`src/gpio_pkg.sv`:
```
// Constants, field layouts and carrier types for the programmable pin routing port.
// Assumes one 25 MHz clock, an active-low asynchronous reset and a plain register port.
// ****************************************************************************
// ****************************************************************************
package gpio_pkg;

	// ************************************************************************
	// Sizes
	// ************************************************************************
	localparam int NPINS  = 25;
	localparam int NPORTS = 4;
	localparam int NPID   = 32;
	localparam int NADC   = 4;
	localparam int ADDR_W = 8;
	localparam int DATA_W = 16;
	localparam int NQUAD  = 3;
	localparam int QSEL_W = 4;
	localparam int NPAIRS = 12;
	localparam int PORT_BASE  [NPORTS] = '{0, 8, 14, 24};
	localparam int PORT_WIDTH [NPORTS] = '{8, 6, 10, 1};

	// Debug pins, port 1 pins 4 and 5.
	localparam int SWCLK_PIN = 12;
	localparam int SWDIO_PIN = 13;

	// ************************************************************************
	// Register map, byte addresses
	// ************************************************************************
	localparam logic [ADDR_W-1:0] CFG_BASE   = 8'h00;
	localparam logic [ADDR_W-1:0] CFG_END    = 8'h64;
	localparam logic [1:0]        PORT_SPACE = 2'h2;
	localparam logic [1:0]        PREG_DATA  = 2'h0;
	localparam logic [1:0]        PREG_SET   = 2'h1;
	localparam logic [1:0]        PREG_CLEAR = 2'h2;
	localparam logic [ADDR_W-1:0] SYSCTL_ADDR = 8'hC0;
	localparam logic [ADDR_W-1:0] QUAD_ADDR   = 8'hC4;

	// ************************************************************************
	// Field positions and codes
	// ************************************************************************
	localparam int PID_LSB = 0;
	localparam int DIR_LSB = 8;
	localparam int SYS_DEBUG_BIT  = 0;
	localparam int SYS_RETAIN_BIT = 1;
	localparam logic [1:0] DIR_IN      = 2'h0;
	localparam logic [1:0] DIR_IN_PU   = 2'h1;
	localparam logic [1:0] DIR_IN_PD   = 2'h2;
	localparam logic [1:0] DIR_OUT     = 2'h3;
	localparam logic [4:0] PID_GPIO    = 5'h00;
	localparam logic [4:0] PID_ADC     = 5'h0F;

	// ************************************************************************
	// Reset values
	// ************************************************************************
	localparam logic [4:0] RST_PID        = 5'h00;
	localparam logic [1:0] RST_DIR        = 2'h0;
	localparam logic       RST_DEBUG_EN   = 1'b1;
	localparam logic       RST_RETAIN_EN  = 1'b0;
	localparam logic [QSEL_W-1:0] RST_QSEL [NQUAD] = '{4'h0, 4'h1, 4'h2};

	// ************************************************************************
	// Carrier types
	// ************************************************************************
	typedef struct packed {
		logic [1:0] dir;
		logic [4:0] peripheral_select_id;
	} pin_cfg_t;

	typedef struct packed {
		logic out;
		logic oe;
		logic pull_up;
		logic pull_down;
		logic analog;
	} pad_ctrl_t;

	typedef struct packed {
		logic quad_x_phase_a;
		logic quad_x_phase_b;
		logic quad_y_phase_a;
		logic quad_y_phase_b;
		logic quad_z_phase_a;
		logic quad_z_phase_b;
	} quad_in_t;

endpackage : gpio_pkg

```
`src/input_router.sv`:
```
// Combinational selection of each peripheral input from the routed pins.
// Assumes synchronised pin levels and the identifier field of every pin.
`timescale 1ns/1ps

module input_router import gpio_pkg::*; (
	// Pin side
	input  wire logic [NPINS-1:0]      pin_level,
	input  wire logic [NPINS-1:0][4:0] pin_pid,
	// Peripheral side
	output logic      [NPID-1:0]       periph_level
);

	// Walk pins from the highest down so the lowest numbered match is the last one kept.
	always_comb begin
		periph_level = '0;
		for (int p = 1; p < NPID; p++) begin
			for (int i = NPINS - 1; i >= 0; i--) begin
				if (pin_pid[i] == 5'(p)) begin
					periph_level[p] = pin_level[i];
				end
			end
		end
	end

endmodule : input_router

```
`src/gpio_port.sv`:
```
// Programmable pin routing port: pin configuration, port data, set and clear registers.
// Assumes pads outside the clock domain, peripherals and debug core on the same clock.
`timescale 1ns/1ps

module gpio_port import gpio_pkg::*; (
	// Clock and reset
	input  wire logic              clk,
	input  wire logic              rst_n,
	// Register port
	input  wire logic [ADDR_W-1:0] reg_addr,
	input  wire logic [DATA_W-1:0] reg_wdata,
	input  wire logic              reg_write,
	input  wire logic              reg_read,
	output logic      [DATA_W-1:0] reg_rdata,
	// Pads
	input  wire logic [NPINS-1:0]  pad_in,
	output pad_ctrl_t              pad_ctrl [NPINS],
	// Peripherals
	input  wire logic [NPID-1:0]   periph_out,
	output logic      [NPID-1:0]   periph_in,
	output quad_in_t               quad_in,
	// Debug core
	input  wire logic              swdio_out,
	input  wire logic              swdio_oe,
	output logic                   swclk_in,
	output logic                   swdio_in,
	// Power state
	input  wire logic              sleep_mode
);

	// ************************************************************************
	// Functions
	// ************************************************************************

	// Mask of the pins that belong to a port.
	function automatic logic [NPINS-1:0] port_mask(input logic [1:0] port);
		logic [NPINS-1:0] m;
		m = '0;
		for (int i = 0; i < NPINS; i++) begin
			if (i >= PORT_BASE[port] && i < PORT_BASE[port] + PORT_WIDTH[port]) begin
				m[i] = 1'b1;
			end
		end
		return m;
	endfunction : port_mask

	// Places port-relative data bits on their global pin positions.
	function automatic logic [NPINS-1:0] port_spread(input logic [1:0] port, input logic [DATA_W-1:0] val);
		logic [NPINS-1:0] v;
		v = '0;
		for (int i = 0; i < NPINS; i++) begin
			if (i >= PORT_BASE[port] && i < PORT_BASE[port] + PORT_WIDTH[port]) begin
				v[i] = val[i - PORT_BASE[port]];
			end
		end
		return v;
	endfunction : port_spread

	// ************************************************************************
	// State and decode
	// ************************************************************************
	logic [NPINS-1:0]  pad_meta;
	logic [NPINS-1:0]  pad_sync;
	pin_cfg_t          cfg_reg [NPINS];
	logic [NPINS-1:0]  out_data_reg;
	logic              debug_en_reg;
	logic              retain_en_reg;
	logic [QSEL_W-1:0] qsel_reg [NQUAD];
	logic [NPINS-1:0]  analog_sel;
	logic [NPINS-1:0]  level_rd;
	logic [NPINS-1:0][4:0] pid_vec;
	logic [NPID-1:0]   routed_in;
	pad_ctrl_t         pad_next [NPINS];
	logic              cfg_hit;
	logic [4:0]        cfg_idx;
	logic              port_hit;
	logic [1:0]        port_sel;
	logic [1:0]        preg_sel;
	logic [NPINS-1:0]  wr_mask;
	logic [NPINS-1:0]  wr_spread;
	logic              hold_pads;

	// Address decode of the register port.
	assign cfg_hit   = (reg_addr >= CFG_BASE) && (reg_addr < CFG_END) && (reg_addr[1:0] == 2'h0);
	assign cfg_idx   = reg_addr[6:2];
	assign port_hit  = (reg_addr[7:6] == PORT_SPACE) && (reg_addr[1:0] == 2'h0);
	assign port_sel  = reg_addr[5:4];
	assign preg_sel  = reg_addr[3:2];
	assign wr_mask   = port_mask(port_sel);
	assign wr_spread = port_spread(port_sel, reg_wdata);
	assign hold_pads = sleep_mode && retain_en_reg;

	// ************************************************************************
	// Pad input synchronisers
	// ************************************************************************

	// Two flops before any logic sees a pad level.
	always_ff @(posedge clk or negedge rst_n) begin
		if (!rst_n) begin
			pad_meta <= '0;
			pad_sync <= '0;
		end else begin
			pad_meta <= pad_in;
			pad_sync <= pad_meta;
		end
	end

	// ************************************************************************
	// Configuration registers
	// ************************************************************************

	// Pin configuration, one register per pin across all four ports.
	always_ff @(posedge clk or negedge rst_n) begin
		if (!rst_n) begin
			for (int i = 0; i < NPINS; i++) begin
				cfg_reg[i] <= '{dir: RST_DIR, peripheral_select_id: RST_PID};
			end
		end else if (reg_write && cfg_hit) begin
			cfg_reg[cfg_idx] <= '{dir: reg_wdata[DIR_LSB +: 2], peripheral_select_id: reg_wdata[PID_LSB +: 5]};
		end
	end

	// System control and quadrature pair selection.
	always_ff @(posedge clk or negedge rst_n) begin
		if (!rst_n) begin
			debug_en_reg  <= RST_DEBUG_EN;
			retain_en_reg <= RST_RETAIN_EN;
			for (int c = 0; c < NQUAD; c++) begin
				qsel_reg[c] <= RST_QSEL[c];
			end
		end else if (reg_write && reg_addr == SYSCTL_ADDR) begin
			debug_en_reg  <= reg_wdata[SYS_DEBUG_BIT];
			retain_en_reg <= reg_wdata[SYS_RETAIN_BIT];
		end else if (reg_write && reg_addr == QUAD_ADDR) begin
			for (int c = 0; c < NQUAD; c++) begin
				qsel_reg[c] <= reg_wdata[c*QSEL_W +: QSEL_W];
			end
		end
	end

	// ************************************************************************
	// Port output data
	// ************************************************************************

	// Data, set and clear writes each touch only the addressed port.
	always_ff @(posedge clk or negedge rst_n) begin
		if (!rst_n) begin
			out_data_reg <= '0;
		end else if (reg_write && port_hit) begin
			unique case (preg_sel)
				PREG_DATA:  out_data_reg <= (out_data_reg & ~wr_mask) | (wr_spread & wr_mask);
				PREG_SET:   out_data_reg <= out_data_reg | (wr_spread & wr_mask);
				PREG_CLEAR: out_data_reg <= out_data_reg & ~(wr_spread & wr_mask);
				default:    out_data_reg <= out_data_reg;
			endcase
		end
	end

	// ************************************************************************
	// Read path
	// ************************************************************************

	// Analog selection exists only on the converter pins; such pins read as zero.
	always_comb begin
		for (int i = 0; i < NPINS; i++) begin
			analog_sel[i] = (i < NADC) && (cfg_reg[i].peripheral_select_id == PID_ADC);
			level_rd[i]   = pad_sync[i] & ~analog_sel[i];
			pid_vec[i]    = cfg_reg[i].peripheral_select_id;
		end
	end

	// Read data stands for one cycle after the strobe, zero otherwise or when unmapped.
	always_ff @(posedge clk or negedge rst_n) begin
		if (!rst_n) begin
			reg_rdata <= '0;
		end else if (!reg_read) begin
			reg_rdata <= '0;
		end else if (cfg_hit) begin
			reg_rdata <= DATA_W'({cfg_reg[cfg_idx].dir, 3'h0, cfg_reg[cfg_idx].peripheral_select_id});
		end else if (port_hit && preg_sel == PREG_DATA) begin
			reg_rdata <= DATA_W'((level_rd & port_mask(port_sel)) >> PORT_BASE[port_sel]);
		end else if (reg_addr == SYSCTL_ADDR) begin
			reg_rdata <= DATA_W'({retain_en_reg, debug_en_reg});
		end else if (reg_addr == QUAD_ADDR) begin
			reg_rdata <= DATA_W'({qsel_reg[2], qsel_reg[1], qsel_reg[0]});
		end else begin
			reg_rdata <= '0;
		end
	end

	// ************************************************************************
	// Pad drive
	// ************************************************************************

	// Next pad controls from direction, routing and the debug override.
	always_comb begin
		for (int i = 0; i < NPINS; i++) begin
			pad_next[i].analog    = analog_sel[i];
			pad_next[i].oe        = (cfg_reg[i].dir == DIR_OUT) && !analog_sel[i];
			pad_next[i].out       = (cfg_reg[i].peripheral_select_id == PID_GPIO) ? out_data_reg[i] : periph_out[cfg_reg[i].peripheral_select_id];
			pad_next[i].pull_up   = (cfg_reg[i].dir == DIR_IN_PU) && !analog_sel[i];
			pad_next[i].pull_down = (cfg_reg[i].dir == DIR_IN_PD) && !analog_sel[i];
		end
		if (debug_en_reg) begin
			pad_next[SWCLK_PIN] = '{out: 1'b0, oe: 1'b0, pull_up: 1'b0, pull_down: 1'b0, analog: 1'b0};
			pad_next[SWDIO_PIN] = '{out: swdio_out, oe: swdio_oe, pull_up: 1'b0, pull_down: 1'b0, analog: 1'b0};
		end
	end

	// Pads freeze on their last state while retention is enabled and sleep_mode is high.
	always_ff @(posedge clk or negedge rst_n) begin
		if (!rst_n) begin
			for (int i = 0; i < NPINS; i++) begin
				pad_ctrl[i] <= '0;
			end
		end else if (!hold_pads) begin
			for (int i = 0; i < NPINS; i++) begin
				pad_ctrl[i] <= pad_next[i];
			end
		end
	end

	// ************************************************************************
	// Peripheral inputs
	// ************************************************************************
	input_router u_input_router (
		.pin_level    (pad_sync),
		.pin_pid      (pid_vec),
		.periph_level (routed_in)
	);

	// Registered peripheral, quadrature and debug inputs.
	always_ff @(posedge clk or negedge rst_n) begin
		if (!rst_n) begin
			periph_in <= '0;
			quad_in   <= '0;
			swclk_in  <= 1'b0;
			swdio_in  <= 1'b0;
		end else begin
			periph_in <= routed_in;
			quad_in.quad_x_phase_a <= (qsel_reg[0] < NPAIRS) ? pad_sync[{qsel_reg[0], 1'b0}] : 1'b0;
			quad_in.quad_x_phase_b <= (qsel_reg[0] < NPAIRS) ? pad_sync[{qsel_reg[0], 1'b1}] : 1'b0;
			quad_in.quad_y_phase_a <= (qsel_reg[1] < NPAIRS) ? pad_sync[{qsel_reg[1], 1'b0}] : 1'b0;
			quad_in.quad_y_phase_b <= (qsel_reg[1] < NPAIRS) ? pad_sync[{qsel_reg[1], 1'b1}] : 1'b0;
			quad_in.quad_z_phase_a <= (qsel_reg[2] < NPAIRS) ? pad_sync[{qsel_reg[2], 1'b0}] : 1'b0;
			quad_in.quad_z_phase_b <= (qsel_reg[2] < NPAIRS) ? pad_sync[{qsel_reg[2], 1'b1}] : 1'b0;
			swclk_in  <= debug_en_reg & pad_sync[SWCLK_PIN];
			swdio_in  <= debug_en_reg & pad_sync[SWDIO_PIN];
		end
	end

	// ************************************************************************
	// Assertions
	// ************************************************************************
	logic [NPINS-1:0] pull_bad;

	// Any pin pulling while driving or analog.
	always_comb begin
		for (int i = 0; i < NPINS; i++) begin
			pull_bad[i] = (pad_ctrl[i].oe || pad_ctrl[i].analog) && (pad_ctrl[i].pull_up || pad_ctrl[i].pull_down);
		end
	end

	property p_cfg_write;
		@(posedge clk) disable iff (!rst_n)
		(reg_write && cfg_hit) |=> (cfg_reg[$past(cfg_idx)] == pin_cfg_t'({$past(reg_wdata[9:8]), $past(reg_wdata[4:0])}));
	endproperty
	a_cfg_write: assert property (p_cfg_write) else $error("pin configuration write not stored");

	property p_data_write;
		@(posedge clk) disable iff (!rst_n)
		(reg_write && port_hit && preg_sel == PREG_DATA) |=> ((out_data_reg & $past(wr_mask)) == ($past(wr_spread) & $past(wr_mask)));
	endproperty
	a_data_write: assert property (p_data_write) else $error("port data write not stored");

	property p_set;
		@(posedge clk) disable iff (!rst_n)
		(reg_write && port_hit && preg_sel == PREG_SET) |=>
			(((out_data_reg ^ $past(out_data_reg)) & ~($past(wr_spread) & $past(wr_mask))) == '0) &&
			((out_data_reg & $past(wr_spread) & $past(wr_mask)) == ($past(wr_spread) & $past(wr_mask)));
	endproperty
	a_set: assert property (p_set) else $error("output set wrong");

	property p_clear;
		@(posedge clk) disable iff (!rst_n)
		(reg_write && port_hit && preg_sel == PREG_CLEAR) |=>
			(((out_data_reg ^ $past(out_data_reg)) & ~($past(wr_spread) & $past(wr_mask))) == '0) &&
			((out_data_reg & $past(wr_spread) & $past(wr_mask)) == '0);
	endproperty
	a_clear: assert property (p_clear) else $error("output clear wrong");

	property p_analog_read;
		@(posedge clk) disable iff (!rst_n)
		(reg_read && reg_addr == 8'h80 && analog_sel[0]) |=> (reg_rdata[0] == 1'b0);
	endproperty
	a_analog_read: assert property (p_analog_read) else $error("analog pin did not read zero");

	property p_no_pull;
		@(posedge clk) disable iff (!rst_n)
		1'b1 |-> (pull_bad == '0);
	endproperty
	a_no_pull: assert property (p_no_pull) else $error("pull enabled on output or analog pin");

	property p_gpio_drive;
		@(posedge clk) disable iff (!rst_n)
		(!hold_pads && cfg_reg[8].peripheral_select_id == PID_GPIO && cfg_reg[8].dir == DIR_OUT) |=>
			(pad_ctrl[8].oe && pad_ctrl[8].out == $past(out_data_reg[8]));
	endproperty
	a_gpio_drive: assert property (p_gpio_drive) else $error("stored output not driven on pin");

	property p_retain;
		@(posedge clk) disable iff (!rst_n)
		hold_pads |=> ($stable(pad_ctrl[8]) && $stable(pad_ctrl[SWDIO_PIN]));
	endproperty
	a_retain: assert property (p_retain) else $error("pad changed while retained");

	property p_priority;
		@(posedge clk) disable iff (!rst_n)
		(cfg_reg[0].peripheral_select_id != PID_GPIO) |=> (periph_in[$past(cfg_reg[0].peripheral_select_id)] == $past(pad_sync[0]));
	endproperty
	a_priority: assert property (p_priority) else $error("lowest pin lost input priority");

endmodule : gpio_port

```
`config.mk`:
```
export PLATFORM = sky130hd
export DESIGN_NAME = gpio_port
export DESIGN_NICKNAME = d
export VERILOG_FILES = /design/src/gpio_pkg.sv /design/src/input_router.sv /design/src/gpio_port.sv
export SDC_FILE = /design/constraint.sdc
export NUM_CORES = 2
export LEC_CHECK = 0
export BUFFER_PORTS_ARGS = -buffer_cell sky130_fd_sc_hd__buf_2
export CAP_MARGIN = 20
export CELL_PAD_IN_SITES_DETAIL_PLACEMENT = 1
export CELL_PAD_IN_SITES_GLOBAL_PLACEMENT = 1
export CORE_UTILIZATION = 49
export DETAILED_ROUTE_END_ITERATION = 6
export GPL_TIMING_DRIVEN = 0
export PLACE_DENSITY = 0.91
export SLEW_MARGIN = 20
export SYNTH_ARGS = -nofsm -noshare
export SYNTH_HDL_FRONTEND = slang
export SYNTH_HIERARCHICAL = 1
export SYNTH_SLANG_ARGS = --single-unit
```
`constraint.sdc`:
```
create_clock -name clk -period 2.7 [get_ports clk]
set_clock_uncertainty 0.05 [all_clocks]
set_input_delay 0.27 -clock clk [delete_from_list [all_inputs] [get_ports clk]]
set_output_delay 0.27 -clock clk [all_outputs]
set_load 0.02 [all_outputs]
```
==> results of run 1 <==
==> per-stage QoR <==
stage          hold slack (ns)  setup TNS [ns]  instance area (sq um)  instances  worst slack [ns]
2_1_floorplan          -0.0756               0                  40400       4535             0.418
3_3_place_gp             0.282        -2954.65                  42900       5830             -6.95
3_5_place_dp             0.154          -46.66                  43000       5834             -1.60
4_1_cts                 0.0266           -3.07                  48000       6021            -0.434
==> synthesized netlist by cell type, types with 29 or more instances <==
cell type	count	area share, %
a221o_1	33	0.82
or2_2	41	0.64
nand3b_1	83	1.5
nand2_1	476	4.4
dfrtp_1	421	26
a211oi_1	36	0.67
nand3_1	176	2.2
mux2_2	197	5.5
mux4_2	271	15
nand2b_1	120	1.9
and3_1	42	0.65
o211ai_1	73	1.4
o21ai_0	143	1.8
a22oi_1	36	0.67
a32oi_1	46	1.0
a21oi_1	170	2.1
mux2i_1	91	2.3
a22o_1	29	0.63
o32ai_1	45	0.98
buf_1	29	0.27
o22ai_1	155	2.4
or3_1	43	0.67
nor3_1	142	1.8
buf_2	54	0.67
nor4_1	63	0.98
a31oi_1	75	1.2
nor2b_1	106	1.6
clkbuf_1	378	3.5
and2_1	36	0.56
nor2_1	295	2.7
nand4_1	45	0.70
o221ai_1	34	0.74
a2111oi_0	35	0.76
==> cells by family after synthesis <==
group / Yosys count / synth area share [%]
AND/OR/NAND/NOR: 1841 / 24.2
AO/OA/AOI/OAI: 1159 / 20.6
multiplexers: 570 / 23.5
buffers and inverters: 515 / 5.35
flip-flops: 424 / 26.4
other: 2 / 0.0186
==> what timing repair did <==
item,in CTS
endpoints found under the hold margin,212
hold buffers,33
endpoints found under the setup margin,61
pin swaps,84
gates resized for setup,695
setup buffers,112
==> per-layer routing <==
layer	GRT overflow	GRT usage (%)
met3	0	59.4
met4	3	68.3
met1	0	77.4
met5	0	34.1
met2	2	90.1
==> reports/metrics.yaml, run 1 <==
status: "stopped before the end"
haltStage: "5_1_grt"
error_line: "[ERROR GRT-0232] Routing congestion too high. Check the congestion heatmap in the GUI."
start_util_pct: 49.8
synth_top_flop_cell: "dfrtp_1"
die_h_um: 289
syn_area_sq_um: 40300
dp_hpwl_um: 192000
place.gp.congestion: 1.19
endpoint_type: "sequential cell input"
ys_ff_latch: 424
netlist_instances: 4511
grt_max_degree: 101
synth_edf_count: 0
cts_sinks: 424
io_pins: 269
dieWidth_um: 289
clockBufferDepth: 3
cts_buffers: 44
fp-row-count: 104
synth_area_per_cell_sq_um: 8.93
cts_max_level: 2
yosysSeqAreaShare_pct: 26.4
grt_usage_pct: 74.6
yosys_warnings: 6
async_reset_ff_share_pct: 100
crit_endpoint: "periph_in[9]$_DFF_PN0_/D"
io_buffers: 235
grt-ovfl-total: 5
ys_types: 104
clockRootBuffer: "clkbuf_16"
antenna_found_initial: 67
==> run 2, diff against run 1 <==
- CELL_PAD_IN_SITES_DETAIL_PLACEMENT: 1 -> not set
- CELL_PAD_IN_SITES_GLOBAL_PLACEMENT: 1 -> not set
- CORE_UTILIZATION: 49 -> 40
- PLACE_DENSITY: 0.91 -> not set
- PLACE_DENSITY_LB_ADDON: not set -> 0.15
==> run 2 against run 1 <==
  * The flow now finishes, with violations (DRC, setup timing)
  * Synthesized cell count is the same
  * Area after synthesis stayed put
==> reports/metrics.yaml, run 2 <==
clkLatencyLatePin_ns: 0.65
clockBufferDepth: 3  # unchanged
cts_buffers: 45  # +2.3%
ys_ff_latch: 424  # unchanged
grt_max_degree: 99
met3_length_um: 34500
antenna_left: 0
mostFrequentLayoutCells: "nand2_1 (455), dfrtp_1 (290), buf_2 (289)"
crit_chain: "nor2b_1, clkbuf_2, a32o_1, o211ai_1, a21oi_4, nand3b_1, a2111oi_4, o21ai_2"
synth_area_per_cell_sq_um: 8.93  # unchanged
coreArea_sq_um: 100000
fin_area_sq_um: 49700
cellPowerDensity_nw_per_um2: 399
io_buffers: 235  # unchanged
min_path_type: "input pin to register"
max-slew-margin-rel_pct: 18.1
drv_cap: 0
fp-row-count: 116  # +12%
p_leak_nw: 18.4
place_area_sq_um: 43300  # +0.69%
rsz0062_at_grt: "yes"
cts_max_level: 2  # unchanged
syn_to_final_growth_pct: 23.3
dp_cells: 6073  # +4.1%
die_h_um: 319  # +11%
route.detailed.drc: 2
crit_arrival_ns: 3.67
grt_pass1_vias: 42994
dieArea_sq_um: 102000
hold_end: "retain_en_reg$_DFFE_PN0P_"
top_layer: "met5"
start_util_pct: 40.3  # -9.5 points
crit_path_end_kind: "register"
drt_iter0_markers: 7507
finalHoldViolations: 0
required_ns: 3.12
via_per_inst: 7.41
final_common_cell: "nand2_1"
largest_reg_flops: 175
synth_top_flop_cell: "dfrtp_1"
wl_per_cell_um: 39.1
cts_sinks: 424  # unchanged
place.gp.congestion: 1.09  # -7.8%
setup_viol: 32
crit_family: "compound AO/OA/AOI/OAI gates"
period_needed_ns: 3.25
yosysSeqAreaShare_pct: 26.4  # unchanged
synth_edf_count: 0  # unchanged
status: "complete, but fails checks"
violations: "DRC, setup timing"
fin_crit_sh_pct: 120
syn_area_sq_um: 40300  # unchanged
finalNonFillerCells: 6309
setup_slack_ns: -0.549
clockRootBuffer: "clkbuf_16"
yosys_warnings: 6  # unchanged
crit_fanout: 9
grt_first_pass_wirelength_um: 341000
worst_slew_pin_slew_ns: 1.23
first_pass_iters: 7
whs_path_depth: 3
vias: 46722
synth_top_cells_by_count: "nand2_1 (476), dfrtp_1 (421), clkbuf_1 (378)"
ys_types: 104  # unchanged
worst_ir_drop_vdd_v: 0.000546
cts_tree: "built"
dieWidth_um: 319  # +11%
critPathMaxStageDelay_ns: 0.62
setup_tns_ns: -5.31
yosysTopAreaCellShare_pct: 26.2  # unchanged
rrSetupSlack_ns: -0.55
post-place-ws_ns: -1.62  # -0.0178 ns
wl_um: 247000
met1_length_um: 91300
dp_hpwl_um: 188000  # -2.2%
drive_gt1_share_pct: 35.7
num-fill-cells: 9648
synth_area_leaders: "dfrtp_1 (26%), mux4_2 (15%), mux2_2 (5.5%)"
r2r_end: "periph_in[9]$_DFF_PN0_"
yosysTopAreaCell: "dfrtp_1"
r2r_cells: 8
worst_path_max_delay_cell: "a2111oi_4"
reg2reg_from: "cfg_reg[7]$_DFFE_PN0P_"
wl_met2_um: 101000
crit_type: "register to register"
fin_nets: 5046
clk_pin_slew_worst_paths_ns: 0.06
synth_most_common_cell: "nand2_1"
hp-start: "reg_write"
fmax_ghz: 0.308
netlist_instances: 4511  # unchanged
grt-ovfl-total: 0
start_kind: "register"
io_pins: 269  # unchanged
async_reset_ff_share_pct: 100  # unchanged
critPathBufInv: 1
final-max-slew-violation-count: 0
grt_usage_pct: 46.9
antenna_found_initial: 36
[run 2: cell counts after synthesis]
Identical to the previous run, type by type.
[run 2: power breakdown]
part           internal [mW]  total (mW)  switching, mW
combinational           2.10        5.82           3.72
sequential              6.74        7.40          0.658
clock                   3.63        6.58           2.95
[run 2: cells by family after synthesis]
group	after synthesis	share of synthesized area [%]
AOI/OAI and AO/OA	1159	20.6
and+or+nand+nor	1841	24.2
muxes	570	23.5
DFF	424	26.4
other	2	0.0186
buffers and inverters	515	5.35
[run 2: worst max-delay path by stage]
stage,start,to,cells past startpoint,slack (ns)
floorplan,cfg_reg[35]$_DFFE_PN0P_,periph_in[9]$_DFF_PN0_,8,0.42
global placement,rst_n,pad_ctrl[21]$_DFFE_PN0N_,1,-7.56
detailed placement,cfg_reg[10]$_DFFE_PN0P_,periph_in[21]$_DFF_PN0_,8,-1.62
CTS,cfg_reg[32]$_DFFE_PN0P_,periph_in[9]$_DFF_PN0_,8,-0.56
global route,cfg_reg[32]$_DFFE_PN0P_,periph_in[9]$_DFF_PN0_,8,-0.51
finish,cfg_reg[7]$_DFFE_PN0P_,periph_in[9]$_DFF_PN0_,8,-0.55
[run 2: cell type report]
class                   instances  area [sq um]  share of cell area [%]
well taps                    1298          1620                    3.27
clock inverters                19           249                   0.501
clock buffers                  63          1270                    2.56
repair buffers                430          2900                    5.83
inverters                      21          78.8                   0.159
plain buffers                 440          2400                    4.84
diodes                         18          45.0                  0.0907
multi-input cells            3596         30300                    60.9
flip-flops and latches        424         10800                    21.8
[run 2: timing repair]
item | in CTS | in global routing
hold endpoints to repair | 114 | 0
pin swaps | 92 | 72
hold buffers | 33 | 0
gates resized for setup | 818 | 204
setup buffers | 104 | 53
setup endpoints to repair | 55 | 36
[run 2: metal layers]
| layer | GRT usage (%) | vias up |
|---|---|---|
| li1 | - | 18590 |
| met1 | 60.1 | 23221 |
| met2 | 67.3 | 3957 |
| met3 | 16.9 | 914 |
| met4 | 28.1 | 40 |
| met5 | 0.520 | - |
[run 2: worst reg2reg max path: cells and delay by family, from the launching register on]
kind / cells / cell delay, ns
buffers and inverters: 1 / 0.21
flip-flops: 1 / 0.51
AND/OR/NAND/NOR: 2 / 0.61
AO/OA/AOI/OAI: 5 / 1.70
[run 2: metrics by stage]
step,utilization (%),power [mW],hold slack [ns]
after floorplan,-,10.1,-0.0756
after global placement,43.2,12.4,0.282
after detailed placement,43.3,12.4,0.231
after CTS,48.7,19.5,0.00345
after global routing,49.6,20.2,0.0380
final,49.7,19.8,0.0425
No activity file was read; power rests on OpenSTA's default activity.
